$ cat src/common/mabsc_pkg.sv
// Constants and helpers for the channel-B step 6/7 configuration registers
package mabsc_pkg;

  // Wishbone geometry
  localparam int ADR_W = 12;
  localparam int IDX_W = 10;

  // Register indices; byte address is four times the index
  localparam logic [IDX_W-1:0] IDX_STEP6 = 10'h0D6;
  localparam logic [IDX_W-1:0] IDX_STEP7 = 10'h0D7;

  // Reset values
  localparam logic [15:0] RST_STEP6 = 16'h0006;
  localparam logic [15:0] RST_STEP7 = 16'h0007;

  // Writable bits; reserved 12:5 read zero
  localparam logic [15:0] WR_MASK = 16'hE01F;

  // Field positions
  localparam int EN_BIT = 15;
  localparam int GAIN_HI = 14;
  localparam int GAIN_LO = 13;
  localparam int NEG_BIT = 4;
  localparam int POS_HI = 3;
  localparam int POS_LO = 0;

  // Gain codes and factors
  localparam logic [1:0] GAIN_CODE_X1 = 2'h0;
  localparam logic [1:0] GAIN_CODE_X2 = 2'h1;
  localparam logic [2:0] GAIN_X1 = 3'h1;
  localparam logic [2:0] GAIN_X2 = 3'h2;
  localparam logic [2:0] GAIN_X4 = 3'h4;

  // Slot codes from the address decode: {hit, step7}
  localparam logic [1:0] SLOT_NONE = 2'h0;
  localparam logic [1:0] SLOT_STEP6 = 2'h2;
  localparam logic [1:0] SLOT_STEP7 = 2'h3;

  // Gain code to factor
  function automatic logic [2:0] gain_factor(input logic [1:0] code);
    if (code == GAIN_CODE_X1) begin
      gain_factor = GAIN_X1;
    end else if (code == GAIN_CODE_X2) begin
      gain_factor = GAIN_X2;
    end else begin
      gain_factor = GAIN_X4;
    end
  endfunction

  // Address to slot
  function automatic logic [1:0] reg_slot(input logic [ADR_W-1:0] adr);
    logic [IDX_W-1:0] idx;
    idx = adr[ADR_W-1:2];
    if (idx == IDX_STEP6) begin
      reg_slot = SLOT_STEP6;
    end else if (idx == IDX_STEP7) begin
      reg_slot = SLOT_STEP7;
    end else begin
      reg_slot = SLOT_NONE;
    end
  endfunction

  // Byte-lane merge of a write, reserved bits forced to zero
  function automatic logic [15:0] lane_merge(input logic [15:0] old_val,
                                             input logic [15:0] wdata,
                                             input logic [1:0] sel);
    logic [15:0] merged;
    merged = old_val;
    if (sel[0]) begin
      merged[7:0] = wdata[7:0];
    end
    if (sel[1]) begin
      merged[15:8] = wdata[15:8];
    end
    lane_merge = merged & WR_MASK;
  endfunction

endpackage

$ cat src/mabsc_step_decode.sv
// Field decode of one sequence step configuration word
`timescale 1ns/100ps
`default_nettype none

module mabsc_step_decode (
  // Stored configuration
  input wire logic [15:0] cfg,
  // Decoded step controls
  output logic enable,
  output logic [2:0] gain_x,
  output logic [3:0] pos_select,
  output logic pos_internal,
  output logic neg_select
);

  // Step inclusion
  assign enable = cfg[mabsc_pkg::EN_BIT];

  // 00 gives 1, 01 gives 2, 10 and 11 give 4
  assign gain_x = mabsc_pkg::gain_factor(cfg[mabsc_pkg::GAIN_HI:mabsc_pkg::GAIN_LO]);

  // Codes 0..7 external inputs, 8..15 internal sources
  assign pos_select = cfg[mabsc_pkg::POS_HI:mabsc_pkg::POS_LO];
  assign pos_internal = cfg[mabsc_pkg::POS_HI];

  // Internal sources force the negative input, select bit ignored
  assign neg_select = pos_internal ? 1'b0 : cfg[mabsc_pkg::NEG_BIT];

endmodule

`default_nettype wire

$ cat src/mabsc_step_regs.sv
// Wishbone register bank for channel-B sequence steps 6 and 7
//
// Decided for this implementation: register access over Wishbone.
`timescale 1ns/100ps
`default_nettype none

////////////////////////////////////////////////////////////////////////////////
// Functional notes
// - Bit 15 of the step 6 word includes step 6 in the sequence when set; reset clear.
// - Gain bits 14:13 give gain 1 for 00, 2 for 01 and 4 for both 10 and 11.
// - Bit 4 routes analog ground (0) or external input seven (1) to the negative input.
// - Positive codes 0000 to 0111 route external inputs zero to seven in order.
// - Positive codes 1000 to 1111 route the eight internal sources, forcing the negative.
// - For an internal source code the negative select bit has no effect.
// - Step 6 resets with positive code 0110 and all other fields zero.
// - Step 7 sits at index D7h and resets to 0007h.
module mabsc_step_regs (
  // Clock, reset, enable
  input wire logic mclk,
  input wire logic srst,
  input wire logic ce,
  // Wishbone slave
  input wire logic wb_cyc_i,
  input wire logic wb_stb_i,
  input wire logic wb_we_i,
  input wire logic [mabsc_pkg::ADR_W-1:0] wb_adr_i,
  input wire logic [3:0] wb_sel_i,
  input wire logic [31:0] wb_dat_i,
  output logic [31:0] wb_dat_o,
  output logic wb_ack_o,
  // Step 6 controls
  output logic seq_b_step6_enable,
  output logic [2:0] seq_b_step6_gain,
  output logic [3:0] seq_b_step6_pos_select,
  output logic seq_b_step6_pos_internal,
  output logic seq_b_step6_neg_select,
  // Step 7 controls
  output logic seq_b_step7_enable,
  output logic [2:0] seq_b_step7_gain,
  output logic [3:0] seq_b_step7_pos_select,
  output logic seq_b_step7_pos_internal,
  output logic seq_b_step7_neg_select
);

  ////////////////////////////////////////////////////////////////////////////////
  // Storage and decode

  logic [15:0] cfg_reg [0:1];
  logic req;
  logic [1:0] slot;
  logic [1:0] dec_en;
  logic [2:0] dec_gain [0:1];
  logic [3:0] dec_pos [0:1];
  logic [1:0] dec_int;
  logic [1:0] dec_neg;

  // New request not yet answered
  assign req = wb_cyc_i && wb_stb_i && !wb_ack_o;
  assign slot = mabsc_pkg::reg_slot(wb_adr_i);

  for (genvar s = 0; s < 2; s++) begin : g_step
    mabsc_step_decode u_dec (
      .cfg(cfg_reg[s]),
      .enable(dec_en[s]),
      .gain_x(dec_gain[s]),
      .pos_select(dec_pos[s]),
      .pos_internal(dec_int[s]),
      .neg_select(dec_neg[s])
    );
  end

  ////////////////////////////////////////////////////////////////////////////////
  // Register writes

  always_ff @(posedge mclk) begin
    if (srst) begin
      cfg_reg[0] <= mabsc_pkg::RST_STEP6;
      cfg_reg[1] <= mabsc_pkg::RST_STEP7;
    end else if (ce && req && wb_we_i && slot[1]) begin
      cfg_reg[slot[0]] <= mabsc_pkg::lane_merge(cfg_reg[slot[0]], wb_dat_i[15:0],
                                                wb_sel_i[1:0]);
    end
  end

  ////////////////////////////////////////////////////////////////////////////////
  // Bus answer

  always_ff @(posedge mclk) begin
    if (srst) begin
      wb_ack_o <= 1'b0;
      wb_dat_o <= 32'h0000_0000;
    end else if (ce) begin
      wb_ack_o <= req;
      if (req && !wb_we_i && slot[1]) begin
        wb_dat_o <= {16'h0000, cfg_reg[slot[0]]};
      end else begin
        wb_dat_o <= 32'h0000_0000;
      end
    end
  end

  ////////////////////////////////////////////////////////////////////////////////
  // Step control outputs

  always_ff @(posedge mclk) begin
    if (srst) begin
      seq_b_step6_enable <= 1'b0;
      seq_b_step6_gain <= mabsc_pkg::GAIN_X1;
      seq_b_step6_pos_select <= mabsc_pkg::RST_STEP6[3:0];
      seq_b_step6_pos_internal <= 1'b0;
      seq_b_step6_neg_select <= 1'b0;
    end else if (ce) begin
      seq_b_step6_enable <= dec_en[0];
      seq_b_step6_gain <= dec_gain[0];
      seq_b_step6_pos_select <= dec_pos[0];
      seq_b_step6_pos_internal <= dec_int[0];
      seq_b_step6_neg_select <= dec_neg[0];
    end
  end

  always_ff @(posedge mclk) begin
    if (srst) begin
      seq_b_step7_enable <= 1'b0;
      seq_b_step7_gain <= mabsc_pkg::GAIN_X1;
      seq_b_step7_pos_select <= mabsc_pkg::RST_STEP7[3:0];
      seq_b_step7_pos_internal <= 1'b0;
      seq_b_step7_neg_select <= 1'b0;
    end else if (ce) begin
      seq_b_step7_enable <= dec_en[1];
      seq_b_step7_gain <= dec_gain[1];
      seq_b_step7_pos_select <= dec_pos[1];
      seq_b_step7_pos_internal <= dec_int[1];
      seq_b_step7_neg_select <= dec_neg[1];
    end
  end
endmodule

`default_nettype wire
$ cat config.mk
export PLATFORM = sky130hd
export DESIGN_NAME = mabsc_step_regs
export DESIGN_NICKNAME = d
export VERILOG_FILES = /design/src/common/mabsc_pkg.sv /design/src/mabsc_step_decode.sv /design/src/mabsc_step_regs.sv
export SDC_FILE = /design/constraint.sdc
export NUM_CORES = 1
export LEC_CHECK = 0
export BUFFER_PORTS_ARGS = -buffer_cell sky130_fd_sc_hd__clkbuf_2
export CORE_MARGIN = 1
export CORE_UTILIZATION = 48
export DETAILED_ROUTE_END_ITERATION = 8
export PLACE_DENSITY_LB_ADDON = 0.08
export SLEW_MARGIN = 5
export SYNTH_ARGS = -nofsm -noshare
export SYNTH_HDL_FRONTEND = slang
export SYNTH_SLANG_ARGS = --single-unit
$ cat constraint.sdc
create_clock -name mclk -period 5.95 [get_ports mclk]
set_input_delay 0.8925 -clock mclk [delete_from_list [all_inputs] [get_ports mclk]]
set_output_delay 0.8925 -clock mclk [all_outputs]
set_load 0.05 [all_outputs]
[After elaboration in Yosys (flattened, before gate mapping)]
Memories as Yosys holds them, arrays and structs flattened.
Cells that the tools add are included.
W data, S select, Z words.
Storage, ports and cells
  memory bits (writable): 16
  logic and storage cells: 52
  output and inout port bits: 53
  memories: 1
  bits of input ports: 54
  flip-flop bits (word level): 53
Cells by class
  muxes and demuxes: 23
  equal/unequal tests: 4
  reductions and logical operators: 12
Memories
  cfg_reg: depth 2, bits a word 8, rd ports 3, clocked after memory_dff 0, wr ports 2, line mabsc_step_regs.sv:48  | logic [15:0] cfg_reg [0:1];
Operators by type and width (number)
  $mux W8: 4
  $eq A10 B8 Y1 const B: 2
  $mux W16: 1
  $mux W5: 3
  $mux W3: 4
  $mux W1: 9
  $reduce_or A8 Y1: 1
  $logic_and A1 B1 Y1: 7
  $eq A2 B1 Y1 const B: 2
  $logic_not A2 Y1: 2
  $mux W2: 2
  $logic_not A1 Y1: 2

[Logic depth before layout (Yosys ltp)]
  depth in word-level cells: 10
  depth in mapped cells: 5
  mapped depth without buffers: 4

[Cells and area by module]
A second synthesis with hierarchy kept.
Unflattened totals
  cells, all modules: 217
  area total of the unflattened synthesis: 2223.4 sq um
Modules (own cells, without submodules)
  mabsc_step_regs: area each 2093.3 sq um, times used 1, cells each 197, sequential area each 1061.0 sq um
  mabsc_step_decode: area each 65.1 sq um, times used 2, cells each 10, sequential area each 0.0 sq um

[Worst setup path after synthesis]
OpenSTA, ideal clock, no wires.
  path kind: input to register
  start: input wb_adr_i[11] in the netlist's numbering
  end: memory cfg_reg[0][0] in the netlist's numbering, enable pin
  arrival time: 2.370 ns
  cell stages on the path: 5
  library setup time: 0.334 ns
  buffers on the path: 1
  setup slack: 3.246 ns
  data required time: 5.616 ns
  cells stage by stage: or4b_1 buf_2 nor4_1 nand4_1 nand2b_1
RTL lines
  start, declared: line mabsc_step_regs.sv:26  | input wire logic [mabsc_pkg::ADR_W-1:0] wb_adr_i,
  end, declared: line mabsc_step_regs.sv:48

==> flow_summary.ini <==
[run_status]
run_status = complete, no violations

[final_layout]
post-route-cell-area_um2 = 2290
finish.net_count = 299
drive_gt1_share_pct = 26.4
area_growth_pct = 13.5
nFillCells = 391
largest_register_ffs = 16
multi_input_comb_area_um2 = 846
ff_latch_area_um2 = 1020
antenna_cells_inserted = 0

[hold_path]
min_path_cells = 2
worstHoldPathType = register to register
hold_path.startpoint = wb_dat_o[1]
worst_hold_path_endpoint = wb_dat_o[1]

[yosys]
synth-seq-cells = 43
synth.avg_cell_area_um2 = 10.4
synth_warnings = 0
seq_area_frac_synth_pct = 50.5
yosysUniqueCellTypes = 31
syn_inst = 195
mappedNetlistArea_um2 = 2020

[drt]
route.detailed.drc = 0
drt_pass1_iterations = 4
route.vias.total = 1494
totalWireLength_mm = 3.89
drtIter0Drc = 112
post_drt_wl_per_cell_um = 13.1
drt-vias-per-instance = 5.05
ant_nets = 0

[worst_setup_path]
worst-setup-path-type = primary input to register
required_ns = 5.89
crit-reg2reg-launch = wb_ack_o
worst_setup_path_end_kind = register
critical_path_arrival_ns = 2.89
r2r_slack_ns = 3.78
critical_path.reg2reg.endpoint = cfg_reg[0][1]
setup.worst_path.start_class = primary input
worst_r2r_path_depth = 4
highest_net_fanout_along_the_worst_path = 9

[timing]
timing.slew.headroom_pct = 51.6
fin_skew_ns = 0.00828
setup-tns-final_ns = 0
finalWorstPathRequiredPeriod_ns = 2.95
hold_viol = 0
finalCritPeriodShare_pct = 49.5
finalSetupViolCount = 0
timing_worst_slew_pin_value_ns = 0.720
clock.fmax_mhz = 339
rsz0062_at_grt = false
slew_viol_final = 0

[pwr]
power_density_over_the_cells_nw_per_um2 = 257
peakVddDrop_mv = 0.164
cellLeakagePower_nw = 0.950

[placed_design]
dpl-instance-area_um2 = 2210
globalplace.congestion = 0.817
io_buffers = 54
post-dp-hpwl_mm = 2.73

[global_routing]
grt_pass1_wl_mm = 5.96
grt_usage_pct = 18.6
largest_net_degree_at_the_start_of_global_routing = 33
globalRouteOverflowTotal = 0
antenna_found_initial = 0
grt_pass1_vias = 1215

[clock_network]
cts-buffers-inserted = 5
htree_levels = 2
postCtsHoldBufs = 0
cts-resized-gates = 0
clk_pin_slew_ns = 0.07
clk_latency_ns = 0.29
clockBufferDepth = 2
post_cts_buffers = 0
cts_sinks = 43
tritoncts = built
ctsRootBufferMaster = clkbuf_8

[floorplanning]
fp.dieArea_um2 = 4480
die-width_um = 66.9
floorplan.die.height_um = 66.9
floorplan.initialDensity_pct = 50.2
top_level_i_o_count = 107
core-area_um2 = 4030
std_cell_rows = 23

[flow_run]
drv.max_cap_violation_count = 0
-- placed cells by master (no fill, tap or decap), types with 7 or more instances in the layout --
cell and instances:
nand2b_1 12, a211oi_1 11, conb_1 24, o21ai_0 12, edfxtp_1 16, clkbuf_2 54
a21oi_1 7, nor2_1 15, dfxtp_1 27, mux2i_1 12, nand2_1 10
-- metrics by stage --
| stage | instances | hold slack [ns] | setup WS, ns | util (%) | power (W) |
|---|---|---|---|---|---|
| finish | 296 | 0.467 | 3.00 | 57.0 | 0.000590 |
| global route | 296 | 0.481 | 2.83 | 57.0 | 0.000614 |
| floorplan | 218 | 0.458 | 3.25 | - | 0.000415 |
| global placement | 288 | 0.444 | 2.69 | 55.0 | 0.000422 |
| CTS | 296 | 0.469 | 2.98 | 57.0 | 0.000593 |
| detailed placement | 288 | 0.445 | 2.68 | 55.0 | 0.000422 |
-- cell type report --
cell class | count | share of cell area [%]
Inverter | 4 | 0.654
Clock buffer | 6 | 3.16
Clock inverter | 2 | 0.327
Timing Repair Buffer | 54 | 11.8
Tap cell | 50 | 2.73
Multi-Input combinational cell | 137 | 36.9
Sequential cell | 43 | 44.5
-- how the worst max path moves through the flow --
stage / startpoint / to / cells after the start
global placement: wb_adr_i[11] / cfg_reg[1][2] / 5
detailed placement: wb_adr_i[11] / cfg_reg[0][2] / 5
CTS: wb_adr_i[11] / cfg_reg[0][6] / 5
floorplan: wb_adr_i[11] / cfg_reg[0][0] / 5
global route: wb_adr_i[11] / cfg_reg[0][1] / 5
finish: wb_adr_i[11] / cfg_reg[0][1] / 5
-- power breakdown --
part	total, W	switching [W]	internal (W)
registers	0.000317	0.00000476	0.000312
logic	0.0000987	0.0000788	0.0000199
clock network	0.000174	0.0000944	0.0000801
total	0.000590	0.000178	0.000412
-- cells by family after synthesis --
group | Yosys count | share of synthesized area (%)
buffers and inverters | 38 | 11.9
DFF | 43 | 50.5
muxes | 13 | 6.50
and+or+nand+nor | 57 | 16.2
AOI/OAI and AO/OA | 43 | 14.7
other | 1 | 0.185
-- cell usage after synthesis (all sizes together) --
cell	n	area (um2)
nor2b	6	37.5
clkinv	1	3.75
nand2b	12	75.1
nand2	10	37.5
buf	28	204
a21oi	7	35.0
nand4	3	25.0
mux2i	12	120
o22ai	2	12.5
edfxtp	16	480
clkbuf	6	22.5
o21bai	1	7.51
dfxtp	27	541
mux2	1	11.3
or4b	1	10.0
nand4bb	1	11.3
nand3b	5	37.5
nor2	15	56.3
o41a	3	37.5
inv	3	11.3
nor3	2	10.0
o41ai	2	17.5
a211oi	11	82.6
nor4	2	27.5
o21ai	12	60.1
conb	1	3.75
a211o	5	43.8
-- routing by layer --
layer	global-route usage, %	part of all wire (%)	wire length [um]	vias to the layer above
met3	4.45	6.1	236	5
met5	0	0	0	-
met2	25.9	43	1650	62
met1	27.3	50	1950	680
li1	-	-	-	747
met4	7.18	1.1	44	0
-- critical path: stages --
cell	delay, ns
clkbuf_2	0.07
or4b_1	0.69
nor4_1	0.31
nand4_1	0.42
nand2b_1	0.50
Note: power is estimated with default switching activity, not from simulation.
